===== config.mk =====
export PLATFORM = sky130hd
export DESIGN_NAME = aof_device_end_flat
export DESIGN_NICKNAME = d
export VERILOG_FILES = /design/src/include/aof_pkg.sv /design/src/include/aof_link_if.sv /design/src/aof_device_end.sv /design/src/flat_wrapper.sv
export SDC_FILE = /design/constraint.sdc
export NUM_CORES = 1
export LEC_CHECK = 0
export BUFFER_PORTS_ARGS = -buffer_cell sky130_fd_sc_hd__buf_2
export CAP_MARGIN = 20
export CORE_MARGIN = 2
export CORE_UTILIZATION = 55
export CTS_CLUSTER_DIAMETER = 40
export DETAILED_ROUTE_END_ITERATION = 6
export PLACE_DENSITY = 0.79
export SLEW_MARGIN = 20
export SYNTH_ARGS = -nofsm -noshare
export SYNTH_HDL_FRONTEND = slang
export SYNTH_SLANG_ARGS = --single-unit

===== constraint.sdc =====
create_clock -name i_clk_sys -period 2.9 [get_ports i_clk_sys]
set_input_delay 0.29 -clock i_clk_sys [delete_from_list [all_inputs] [get_ports i_clk_sys]]
set_output_delay 0.29 -clock i_clk_sys [all_outputs]
set_load 0.005 [all_outputs]

===== src/include/aof_pkg.sv =====
package aof_pkg;

  // Sample word layout.
  localparam int CODE_W = 12;
  localparam logic [11:0] CODE_MID = 12'h800;
  localparam logic [11:0] CODE_MAX = 12'hfff;
  localparam logic [11:0] CODE_MIN = 12'h000;
  localparam logic signed [13:0] LEVEL_MAX = 14'sh07ff;
  localparam logic signed [13:0] LEVEL_MIN = -14'sh0800;

  // Output-select strap levels.
  typedef enum logic [1:0] {
    AOF_MODE_FULL = 2'h0,
    AOF_MODE_DEMUX_SIM = 2'h1,
    AOF_MODE_DEMUX_INT = 2'h2,
    AOF_MODE_LVDS = 2'h3
  } aof_out_mode_t;

  // Format strap levels.
  typedef enum logic [1:0] {
    AOF_FMT_OB_DCS_OFF = 2'h0,
    AOF_FMT_OB_DCS_ON = 2'h1,
    AOF_FMT_TC_DCS_ON = 2'h2,
    AOF_FMT_TC_DCS_OFF = 2'h3
  } aof_fmt_strap_t;

  // Timing.
  localparam int CLK_SYS_PS = 5000;
  localparam int ENC_MAX_RATE_MSPS = 250;
  localparam int ENC_MIN_HALF_PS = 1900;
  localparam int ENC_MIN_HALF_CYC =
    (ENC_MIN_HALF_PS + CLK_SYS_PS - 1) / CLK_SYS_PS;
  localparam int ENC_MIN_RATE_MSPS = 1;
  localparam int ENC_STOP_NS = 1000 / ENC_MIN_RATE_MSPS;
  localparam int ENC_STOP_CYC = ENC_STOP_NS * 1000 / CLK_SYS_PS;
  localparam int LOCK_CYCLES = 100;
  localparam int PIPE_LATENCY_DEF = 5;
  localparam int HOST_ENC_HALF_DEF = 5;

  // Controller register map, byte offsets.
  localparam logic [3:0] REG_CTRL = 4'h0;
  localparam logic [3:0] REG_STATUS = 4'h4;
  localparam logic [3:0] REG_MASK = 4'h8;
  localparam logic [3:0] REG_DATA = 4'hc;
  localparam int CTRL_RUN_BIT = 0;
  localparam int CTRL_MODE_LSB = 1;
  localparam int STS_A_BIT = 0;
  localparam int STS_B_BIT = 1;
  localparam int STS_OVF_BIT = 2;
  localparam logic [2:0] CTRL_RESET = 3'h0;
  localparam logic [2:0] MASK_RESET = 3'h0;

  // Returns {overflow, code} for a level given in LSBs around midscale.
  function automatic logic [12:0] fmt_code(
    input logic signed [13:0] lvl,
    input logic twos
  );
    logic [11:0] c;
    logic ovf;
    ovf = (lvl > LEVEL_MAX) || (lvl < LEVEL_MIN);
    if (lvl > LEVEL_MAX) begin
      c = CODE_MAX;
    end else if (lvl < LEVEL_MIN) begin
      c = CODE_MIN;
    end else begin
      c = lvl[11:0] ^ CODE_MID;
    end
    fmt_code = {ovf, c ^ {twos, 11'h000}};
  endfunction

endpackage


===== src/include/aof_link_if.sv =====
`timescale 1ns/1ps
`default_nettype none
interface aof_link_if;
  logic encode_in_p;
  logic encode_in_n;
  logic [11:0] sample_code_a;
  logic [11:0] sample_code_b;
  logic overflow_bus_a;
  logic overflow_bus_b;
  logic forwarded_clock_bus_a;
  logic forwarded_clock_bus_b;
  logic [11:0] lvds_code_p;
  logic [11:0] lvds_code_n;
  logic overflow_flag_p;
  logic overflow_flag_n;
  logic forwarded_sample_clock_p;
  logic forwarded_sample_clock_n;

  modport device (
    input encode_in_p, encode_in_n,
    output sample_code_a, sample_code_b, overflow_bus_a, overflow_bus_b,
    output forwarded_clock_bus_a, forwarded_clock_bus_b,
    output lvds_code_p, lvds_code_n, overflow_flag_p, overflow_flag_n,
    output forwarded_sample_clock_p, forwarded_sample_clock_n
  );

  modport host (
    output encode_in_p, encode_in_n,
    input sample_code_a, sample_code_b, overflow_bus_a, overflow_bus_b,
    input forwarded_clock_bus_a, forwarded_clock_bus_b,
    input lvds_code_p, lvds_code_n, overflow_flag_p, overflow_flag_n,
    input forwarded_sample_clock_p, forwarded_sample_clock_n
  );
endinterface
`default_nettype wire


===== src/aof_device_end.sv =====
`timescale 1ns/1ps
`default_nettype none
module aof_device_end #(
  parameter int LATENCY = aof_pkg::PIPE_LATENCY_DEF
) (
  // Link to the capturing logic
  aof_link_if.device link,
  // Clock and reset
  input wire logic i_clk_sys,
  input wire logic i_rst_n,
  // Static straps
  input wire logic [1:0] i_strap_out_sel,
  input wire logic [1:0] i_strap_format,
  // Converted input level in LSBs around midscale
  input wire logic signed [13:0] i_input_level,
  // Status
  output logic o_locked,
  output logic o_dcs_on
);

  localparam logic [8:0] STOP_CYC = 9'(aof_pkg::ENC_STOP_CYC);
  localparam logic [6:0] LOCK_CYC = 7'(aof_pkg::LOCK_CYCLES);

  // Pin synchronisers; the first stage feeds only the second.
  logic [5:0] pin_s1_reg;
  logic [5:0] pin_s2_reg;
  always_ff @(posedge i_clk_sys or negedge i_rst_n) begin
    if (!i_rst_n) begin
      pin_s1_reg <= 6'h00;
      pin_s2_reg <= 6'h00;
    end else begin
      pin_s1_reg <= {i_strap_out_sel, i_strap_format,
                     link.encode_in_p, link.encode_in_n};
      pin_s2_reg <= pin_s1_reg;
    end
  end

  wire aof_pkg::aof_out_mode_t mode = aof_pkg::aof_out_mode_t'(pin_s2_reg[5:4]);
  wire aof_pkg::aof_fmt_strap_t fmt =
    aof_pkg::aof_fmt_strap_t'(pin_s2_reg[3:2]);
  wire enc_lvl = pin_s2_reg[1] & ~pin_s2_reg[0];
  wire dcs_on = (fmt == aof_pkg::AOF_FMT_OB_DCS_ON) ||
                (fmt == aof_pkg::AOF_FMT_TC_DCS_ON);
  wire twos = fmt[1];
  wire is_demux = (mode == aof_pkg::AOF_MODE_DEMUX_SIM) ||
                  (mode == aof_pkg::AOF_MODE_DEMUX_INT);
  wire is_full = (mode == aof_pkg::AOF_MODE_FULL);
  wire is_lvds = (mode == aof_pkg::AOF_MODE_LVDS);

  // Encode edge and period tracking.
  logic enc_d_reg;
  logic [8:0] per_cnt_reg;
  logic [8:0] period_reg;
  logic [6:0] lock_cnt_reg;
  wire enc_rise = enc_lvl & ~enc_d_reg;
  // A gap as long as the slowest legal period, or longer, means the clock stopped.
  wire stopped = per_cnt_reg >= STOP_CYC;
  wire [8:0] per_cnt_next = enc_rise ? 9'h001 :
                            (stopped ? per_cnt_reg : per_cnt_reg + 9'h001);
  wire [6:0] lock_cnt_next =
    stopped ? 7'h00 :
    ((enc_rise && lock_cnt_reg != LOCK_CYC) ?
     lock_cnt_reg + 7'h01 : lock_cnt_reg);
  wire locked = dcs_on ? (lock_cnt_reg == LOCK_CYC) : ~stopped;

  always_ff @(posedge i_clk_sys or negedge i_rst_n) begin
    if (!i_rst_n) begin
      enc_d_reg <= 1'b0;
      per_cnt_reg <= STOP_CYC;
      period_reg <= 9'h000;
      lock_cnt_reg <= 7'h00;
    end else begin
      enc_d_reg <= enc_lvl;
      per_cnt_reg <= per_cnt_next;
      period_reg <= enc_rise ? per_cnt_reg : period_reg;
      lock_cnt_reg <= lock_cnt_next;
    end
  end

  // Internal encode clock. With the stabilizer the incoming falling edge
  // is ignored and the high phase lasts half the measured period, so the
  // input duty cycle does not reach the sampling logic.
  logic int_clk_reg;
  logic int_d_reg;
  logic [8:0] hi_cnt_reg;
  wire [8:0] half = (period_reg >> 1) | {8'h00, period_reg[8:1] == 8'h00};
  wire dcs_clk_next = enc_rise ? 1'b1 :
                      (int_clk_reg && hi_cnt_reg >= half) ? 1'b0 :
                      int_clk_reg;
  wire int_clk_next = dcs_on ? dcs_clk_next : enc_lvl;
  wire [8:0] hi_cnt_next = enc_rise ? 9'h001 :
                           (hi_cnt_reg == 9'h1ff ? hi_cnt_reg :
                            hi_cnt_reg + 9'h001);
  // Ticks during relock are dropped so no unsettled word leaves.
  wire tick = int_clk_reg & ~int_d_reg & locked;

  always_ff @(posedge i_clk_sys or negedge i_rst_n) begin
    if (!i_rst_n) begin
      int_clk_reg <= 1'b0;
      int_d_reg <= 1'b0;
      hi_cnt_reg <= 9'h000;
    end else begin
      int_clk_reg <= int_clk_next;
      int_d_reg <= int_clk_reg;
      hi_cnt_reg <= hi_cnt_next;
    end
  end

  // Pipeline: one stage per sampling edge.
  logic [12:0] pipe_reg [LATENCY];
  wire [12:0] word = pipe_reg[LATENCY - 1];
  always_ff @(posedge i_clk_sys or negedge i_rst_n) begin
    if (!i_rst_n) begin
      for (int i = 0; i < LATENCY; i++) begin
        pipe_reg[i] <= 13'h0000;
      end
    end else if (tick) begin
      pipe_reg[0] <= aof_pkg::fmt_code(i_input_level, twos);
      for (int i = 1; i < LATENCY; i++) begin
        pipe_reg[i] <= pipe_reg[i - 1];
      end
    end
  end

  // Forwarded clocks leave two cycles after the tick and data one cycle
  // after them, so the receiver never sees both change on one edge.
  logic tick_d_reg;
  logic tick_dd_reg;
  logic slot_a_reg;
  logic clk_full_reg;
  logic clk_half_reg;
  always_ff @(posedge i_clk_sys or negedge i_rst_n) begin
    if (!i_rst_n) begin
      tick_d_reg <= 1'b0;
      tick_dd_reg <= 1'b0;
      slot_a_reg <= 1'b0;
      clk_full_reg <= 1'b0;
      clk_half_reg <= 1'b0;
    end else begin
      tick_d_reg <= tick;
      tick_dd_reg <= tick_d_reg;
      clk_full_reg <= int_clk_reg & locked;
      if (tick) begin
        slot_a_reg <= ~slot_a_reg;
        clk_half_reg <= ~slot_a_reg;
      end
    end
  end

  // Bus registers.
  logic [12:0] bus_a_reg;
  logic [12:0] bus_b_reg;
  logic [12:0] pend_a_reg;
  logic [12:0] pend_b_reg;
  logic [12:0] lvds_reg;
  logic fwd_a_reg;
  logic fwd_b_reg;
  logic fwd_lvds_reg;
  // After the toggle, slot_a_reg high means the word belongs to bus A.
  wire upd = tick_dd_reg;
  wire in_a = slot_a_reg;
  wire sim = (mode == aof_pkg::AOF_MODE_DEMUX_SIM);
  wire [12:0] bus_a_next =
    !upd ? bus_a_reg :
    is_full ? word :
    (is_demux && !sim && in_a) ? word :
    (sim && in_a) ? pend_a_reg : bus_a_reg;
  wire [12:0] bus_b_next =
    !upd ? bus_b_reg :
    (is_demux && !sim && !in_a) ? word :
    (sim && in_a) ? pend_b_reg : bus_b_reg;
  wire [12:0] pend_a_next = (upd && sim && in_a) ? word : pend_a_reg;
  wire [12:0] pend_b_next = (upd && sim && !in_a) ? word : pend_b_reg;
  wire [12:0] lvds_next = (upd && is_lvds) ? word : lvds_reg;

  always_ff @(posedge i_clk_sys or negedge i_rst_n) begin
    if (!i_rst_n) begin
      bus_a_reg <= 13'h0000;
      bus_b_reg <= 13'h0000;
      pend_a_reg <= 13'h0000;
      pend_b_reg <= 13'h0000;
      lvds_reg <= 13'h0000;
      fwd_a_reg <= 1'b0;
      fwd_b_reg <= 1'b0;
      fwd_lvds_reg <= 1'b0;
    end else begin
      bus_a_reg <= bus_a_next;
      bus_b_reg <= bus_b_next;
      pend_a_reg <= pend_a_next;
      pend_b_reg <= pend_b_next;
      lvds_reg <= lvds_next;
      // In simultaneous mode clock B falls as clock A rises.
      fwd_a_reg <= is_full ? clk_full_reg :
                   (is_demux ? clk_half_reg : 1'b0);
      fwd_b_reg <= is_demux ? ~clk_half_reg : 1'b0;
      fwd_lvds_reg <= is_lvds ? clk_full_reg : 1'b0;
    end
  end

  // Pins.
  assign link.sample_code_a = bus_a_reg[11:0];
  assign link.sample_code_b = bus_b_reg[11:0];
  assign link.overflow_bus_a = bus_a_reg[12];
  assign link.overflow_bus_b = bus_b_reg[12];
  assign link.forwarded_clock_bus_a = fwd_a_reg;
  assign link.forwarded_clock_bus_b = fwd_b_reg;
  assign link.lvds_code_p = lvds_reg[11:0];
  assign link.lvds_code_n = ~lvds_reg[11:0];
  assign link.overflow_flag_p = lvds_reg[12];
  assign link.overflow_flag_n = ~lvds_reg[12];
  assign link.forwarded_sample_clock_p = fwd_lvds_reg;
  assign link.forwarded_sample_clock_n = ~fwd_lvds_reg;
  assign o_locked = locked;
  assign o_dcs_on = dcs_on;

endmodule
`default_nettype wire


===== src/flat_wrapper.sv =====
// flat-port wrapper written by rule: the top's interface ports become plain ports
module aof_device_end_flat 
#(
  parameter int LATENCY = aof_pkg::PIPE_LATENCY_DEF
)
  (i_clk_sys, i_rst_n, i_strap_out_sel, i_strap_format, i_input_level, o_locked, o_dcs_on, link_encode_in_p, link_encode_in_n, link_sample_code_a, link_sample_code_b, link_overflow_bus_a, link_overflow_bus_b, link_forwarded_clock_bus_a, link_forwarded_clock_bus_b, link_lvds_code_p, link_lvds_code_n, link_overflow_flag_p, link_overflow_flag_n, link_forwarded_sample_clock_p, link_forwarded_sample_clock_n);
  aof_link_if link_i ();
  input wire logic i_clk_sys;
  input wire logic i_rst_n;
  input wire logic [1:0] i_strap_out_sel;
  input wire logic [1:0] i_strap_format;
  input wire logic signed [13:0] i_input_level;
  output logic o_locked;
  output logic o_dcs_on;
  input wire logic [$bits(link_i.encode_in_p)-1:0] link_encode_in_p;
  input wire logic [$bits(link_i.encode_in_n)-1:0] link_encode_in_n;
  output wire logic [$bits(link_i.sample_code_a)-1:0] link_sample_code_a;
  output wire logic [$bits(link_i.sample_code_b)-1:0] link_sample_code_b;
  output wire logic [$bits(link_i.overflow_bus_a)-1:0] link_overflow_bus_a;
  output wire logic [$bits(link_i.overflow_bus_b)-1:0] link_overflow_bus_b;
  output wire logic [$bits(link_i.forwarded_clock_bus_a)-1:0] link_forwarded_clock_bus_a;
  output wire logic [$bits(link_i.forwarded_clock_bus_b)-1:0] link_forwarded_clock_bus_b;
  output wire logic [$bits(link_i.lvds_code_p)-1:0] link_lvds_code_p;
  output wire logic [$bits(link_i.lvds_code_n)-1:0] link_lvds_code_n;
  output wire logic [$bits(link_i.overflow_flag_p)-1:0] link_overflow_flag_p;
  output wire logic [$bits(link_i.overflow_flag_n)-1:0] link_overflow_flag_n;
  output wire logic [$bits(link_i.forwarded_sample_clock_p)-1:0] link_forwarded_sample_clock_p;
  output wire logic [$bits(link_i.forwarded_sample_clock_n)-1:0] link_forwarded_sample_clock_n;
  assign link_i.encode_in_p = link_encode_in_p;
  assign link_i.encode_in_n = link_encode_in_n;
  assign link_sample_code_a = link_i.sample_code_a;
  assign link_sample_code_b = link_i.sample_code_b;
  assign link_overflow_bus_a = link_i.overflow_bus_a;
  assign link_overflow_bus_b = link_i.overflow_bus_b;
  assign link_forwarded_clock_bus_a = link_i.forwarded_clock_bus_a;
  assign link_forwarded_clock_bus_b = link_i.forwarded_clock_bus_b;
  assign link_lvds_code_p = link_i.lvds_code_p;
  assign link_lvds_code_n = link_i.lvds_code_n;
  assign link_overflow_flag_p = link_i.overflow_flag_p;
  assign link_overflow_flag_n = link_i.overflow_flag_n;
  assign link_forwarded_sample_clock_p = link_i.forwarded_sample_clock_p;
  assign link_forwarded_sample_clock_n = link_i.forwarded_sample_clock_n;
  aof_device_end #(.LATENCY(LATENCY)) u_core (.link(link_i), .i_clk_sys(i_clk_sys), .i_rst_n(i_rst_n), .i_strap_out_sel(i_strap_out_sel), .i_strap_format(i_strap_format), .i_input_level(i_input_level), .o_locked(o_locked), .o_dcs_on(o_dcs_on));
endmodule

==> Yosys cells after proc, flatten, opt, wreduce, memory -nomap -nowiden <==
Index checks and enable logic that the tools add are counted.
{ "op_classes": {"magnitude_cmp": 4, "mux": 22, "reduce_logical": 22, "n_eq_ne": 11, "bitwise": 16, "add_sub_neg": 3} }
{ "op_table": {"columns": ["op", "count"], "rows": [
  ["$mux 13", 5],
  ["$mux 12", 3],
  ["$mux 9", 4],
  ["$add 9x1->9 const B", 2],
  ["$gt 14x12->1 const B", 1],
  ["$lt 14x12->1 const B", 1],
  ["$mux 7", 2],
  ["$not 12->12", 1],
  ["$xor 12x12->12", 1],
  ["$logic_and 1x1->1", 10],
  ["$eq 9x9->1 const B", 1],
  ["$ge 9x8->1 const B", 1],
  ["$ge 9x9->1", 1],
  ["$logic_not 8->1", 1],
  ["$mux 1", 8],
  ["$not 1->1", 8],
  ["$or 8x1->8", 1],
  ["$add 7x1->7 const B", 1],
  ["$eq 7x7->1 const B", 1],
  ["$ne 7x7->1 const B", 1],
  ["$eq 2x2->1 const B", 3],
  ["$and 1x1->1", 5],
  ["$eq 2x1->1 const B", 2],
  ["$ne 2x1->1 const B", 2],
  ["other kinds (7)", 12]
]} }
{ "word_totals": {"output_inout_bits": 58, "regBits": 186, "elab_cells": 104} }

==> Longest topological paths before layout <==
{ "logic_depth": {"ltp_word": 7, "mapped_depth": 8, "ltp_nobuf": 7} }

==> Least setup slack after synthesis <==
Ideal clock, no wire load.
{ "synth_path": {"kind": "reg2reg", "start": "register u_core.lock_cnt_reg[0]", "end": "register u_core.pipe_reg[13] (netlist bit)", "slack_ps": 1043, "required_ps": 2775, "setup_time_ps": 125, "stages_incl_launch_ff": 9, "arrival_ps": 1732, "path_cell_list": "dfrtp_1 inv_1 ha_1 nand4_1 nor4b_4 o21ai_1 buf_6 buf_6 mux2_4"} }
{ "synth_between": {"elab_chain_len": 3} }
{ "synth_rtl": {"columns": ["element", "line_no", "source"], "rows": [
  ["from (decl)", "aof_device_end.sv:54", "logic [6:0] lock_cnt_reg;"],
  ["from (signal assigned)", "aof_device_end.sv:76", "lock_cnt_reg <= lock_cnt_next;"],
  ["$eq 7x7->1", "aof_device_end.sv:64", "wire locked = dcs_on ? (lock_cnt_reg == LOCK_CYC) : ~stopped;"],
  ["$mux 1", "aof_device_end.sv:64", null],
  ["$and 1x1->1", "aof_device_end.sv:95", "wire tick = int_clk_reg & ~int_d_reg & locked;"],
  ["to (signal, indexed assignment)", "aof_device_end.sv:120", "pipe_reg[i] <= pipe_reg[i - 1];"],
  ["to (decl)", "aof_device_end.sv:110", "logic [12:0] pipe_reg [LATENCY];"]
]} }
No other way between the ends.
A chain may end at the register's enable or synchronous reset.

==> Worst setup path after layout <==
{ "layout_path": {"start": "register u_core.lock_cnt_reg[0]", "end": "output o_locked"} }
{ "layout_between": {"elab_chain_len": 2} }
{ "layout_rtl": {"columns": ["element", "line_no", "source"], "rows": [
  ["$eq 7x7->1", "aof_device_end.sv:64", null],
  ["$mux 1", "aof_device_end.sv:64", null],
  ["to (decl)", "flat_wrapper.sv:13", "output logic o_locked;"]
]} }
No other way between the ends.

==> impl_metrics.tcl <==
set metrics [dict create \
    busiest_layer "met2" \
    min_to "u_core.pipe_reg[54]" \
    dp.cells 873 \
    multiInputGateArea_mm2 0.00314 \
    ant_nets 0 \
    internal_power_uw 5950 \
    end_kind "output port" \
    post_layout_nonfiller_instances 911 \
    grt-ovfl-total 0 \
    hp-class "in -> reg" \
    async_reset_ff_share_pct 100 \
    dpl.hpwl_mm 9.61 \
    crit_path_max_incr_delay_ns 0.40 \
    syn-cell-area_mm2 0.00802 \
    ys_seq_area_share_pct 57.8 \
    io_buffers 79 \
    cts-buffers-inserted 17 \
    power_leakage_uw 0.00464 \
    fmax_mhz 458 \
    die_h_um 125 \
    maxCapViolCount 0 \
    timing.final.crit_share_pct 75.3 \
    synthCells 631 \
    ys.flop_type "dfrtp_1" \
    netlist.top_cell.by_area "dfrtp_1" \
    critPathTopFamily "simple AND/OR/NAND/NOR gates" \
    fin_hold_ws_ns 0.311 \
    grt_pass1_wl_mm 24.3 \
    tns_ns 0 \
    setup_viol 0 \
    htreeDepth 4 \
    ctsResizeCount 0 \
    max-slew-margin-rel_pct 52.6 \
    cts_setup_buffers 0 \
    status "finished, final reports clean" \
    drt-wirelength-per-cell_um 15.5 \
    antenna_cells 0 \
    cp_num_buf_inv 3 \
    via_per_inst 5.36 \
    grt_max_degree 71 \
    ctsLongestPathBuffers 2 \
    p_seq_share_pct 49.0 \
    grt_pass1_vias 4835 \
    dr.pass1.iters 4 \
    met1_usage_pct 26.2 \
    hold_buffers 7 \
    grt_usage_pct 19.3 \
    start_util_pct 55.8 \
    cts_sinks 185 \
    drive_gt1_share_pct 32.6 \
    clkPwrFrac_pct 26.9 \
    synth_edf_count 0 \
    finalHoldViolCount 0 \
    arrival_ns 1.89 \
    drc 0 \
    switching_share_pct 28.7 \
    min_period_ns 2.18 \
    final_cell_mix "dfrtp_1, buf_2, mux2_2" \
    r2r_slack_ns 0.83 \
    ir_drop_mv 0.539 \
    clock_latency_ns 0.42 \
    core_area_mm2 0.0144 \
    switchingPower_uw 2400 \
    ys_warn_count 0 \
    ff2ff_path_depth 6 \
    cp_common_cell "inv_1" \
    whs_path_depth 4 \
    vias 4880 \
    crit_chain "inv_1, ha_1, nand4_1, nor4b_4, nor2_1, inv_1, buf_2" \
    die_area_mm2 0.0156 \
    worstSetupPathType "reg -> out" \
    critPathLaunchType "flip-flop" \
    avgSynthCellArea_um2 12.7 \
    synth_nets 671 \
    fin_skew_ns 0.00820 \
    rr_endpoint "u_core.bus_a_reg[2]" \
    layout_commonest_cell "dfrtp_1" \
    power_uw 8350 \
    wirelength_mm 14.1 \
    critPathMaxFanout 4 \
    slew_violations 0 \
    antenna_found_initial 0 \
    largest_reg_flops 52 \
    crit_required_ns 2.61 \
    power_density_mw_per_mm2 902 \
    combPwrFrac_pct 24.1 \
    grt_util_met3_pct 3.95 \
    seq_area_mm2 0.00463 \
    crit_cells 7 \
    num_rows 44 \
    worst_pin_slew_ns 0.711 \
    rsz0062_at_grt "no" \
    utilization_pct 64.5 \
    area_delta_synth_final_pct 15.5 \
    synth.distinct_cells 48 \
    crit_slowest_cell "dfrtp_1" \
    fillCellCount 1035 \
    fin_nets 755 \
    synth_area_leaders "dfrtp_1, mux2_2, mux2_4" \
    place_congestion 0.816 \
    min-delay-start "i_input_level[2]" \
    worstReg2RegStart "u_core.pin_s2_reg[4]" \
    root_buffer "clkbuf_16" \
    grtUsageMet2_pct 30.8 \
    num_io_pins 80 \
    die_x_um 125 \
    clk_pin_slew_worst_paths_ns 0.06 \
    synth_top_area_share_pct 56.8 \
    cts_tree "built" \
    synth-seq-cells 185 \
    drtIter0Drc 396 \
]
-- per-stage QoR --
stage               cell area [µm²]  setup slack [ns]
floorplan                      8020              1.04
global placement               8620             0.954
detailed placement             8620             0.846
CTS                            9260             0.687
global route                   9260             0.586
finish                         9260             0.717
-- tightest hold or removal path: cells and delay by family --
| kind | cells | cell delay [ns] |
|---|---|---|
| multiplexers | 1 | 0.15 |
| AO/OA/AOI/OAI | 1 | 0.13 |
| AND/OR/NAND/NOR | 1 | 0.05 |
| buffers and inverters | 1 | 0.09 |
-- cell type report --
type                            count  share of cell area [%]
Clock buffer                       25                    5.24
Multi-Input combinational cell    386                    33.9
Sequential cell                   185                    50.0
Inverter                           32                    1.30
Tap cell                          184                    2.49
Clock inverter                      6                   0.973
Timing Repair Buffer               93                    6.07
-- worst max path at each step --
stage,start,end,slack [ns]
2_1_floorplan,u_core.lock_cnt_reg[0],u_core.pipe_reg[13],1.04
4_1_cts,u_core.lock_cnt_reg[0],o_locked,0.69
3_3_place_gp,u_core.lock_cnt_reg[0],u_core.pipe_reg[32],0.95
6_report,u_core.lock_cnt_reg[0],o_locked,0.72
5_1_grt,u_core.lock_cnt_reg[0],o_locked,0.59
3_5_place_dp,u_core.pin_s2_reg[4],u_core.bus_a_reg[7],0.85
-- synth_stat cells, types with 3 or more instances --
| cell type | instances |
|---|---|
| dfrtp_1 | 182 |
| mux2_2 | 74 |
| nand2_1 | 59 |
| nor2_1 | 37 |
| o21ai_0 | 37 |
| inv_1 | 32 |
| mux2_4 | 30 |
| mux2i_1 | 29 |
| ha_1 | 18 |
| clkbuf_1 | 16 |
| a21oi_1 | 15 |
| o21ba_2 | 11 |
| xnor2_1 | 9 |
| xor2_1 | 9 |
| nand4_1 | 7 |
| buf_2 | 6 |
| nand3_1 | 6 |
| nor2b_1 | 6 |
| and3_1 | 4 |
| buf_6 | 4 |
| dfstp_2 | 3 |
| nor3_1 | 3 |
| o21a_1 | 3 |
-- kinds of logic after synthesis --
family | after synthesis | share of synthesized area, %
flops | 185 | 57.8
simple gates | 139 | 8.16
mux | 133 | 19.6
compound gates | 77 | 6.16
buf+inv | 60 | 3.28
xor+xnor | 19 | 2.17
fa+ha+maj | 18 | 2.81
-- power by group through the flow --
stage	Combinational [µW]	Sequential, µW	Clock (µW)
floorplan	1460	3910	0
global placement	1900	4050	0
detailed placement	2010	4130	0
CTS	2040	4090	2280
global route	2230	4220	2390
finish	2010	4090	2240
-- routing by layer --
metal / up-vias / wire [µm]
met5: - / 0
met4: 0 / 295
met3: 25 / 539
met2: 110 / 6700
met1: 2415 / 6570
li1: 2330 / -
No activity file was read; power rests on OpenSTA's default activity.
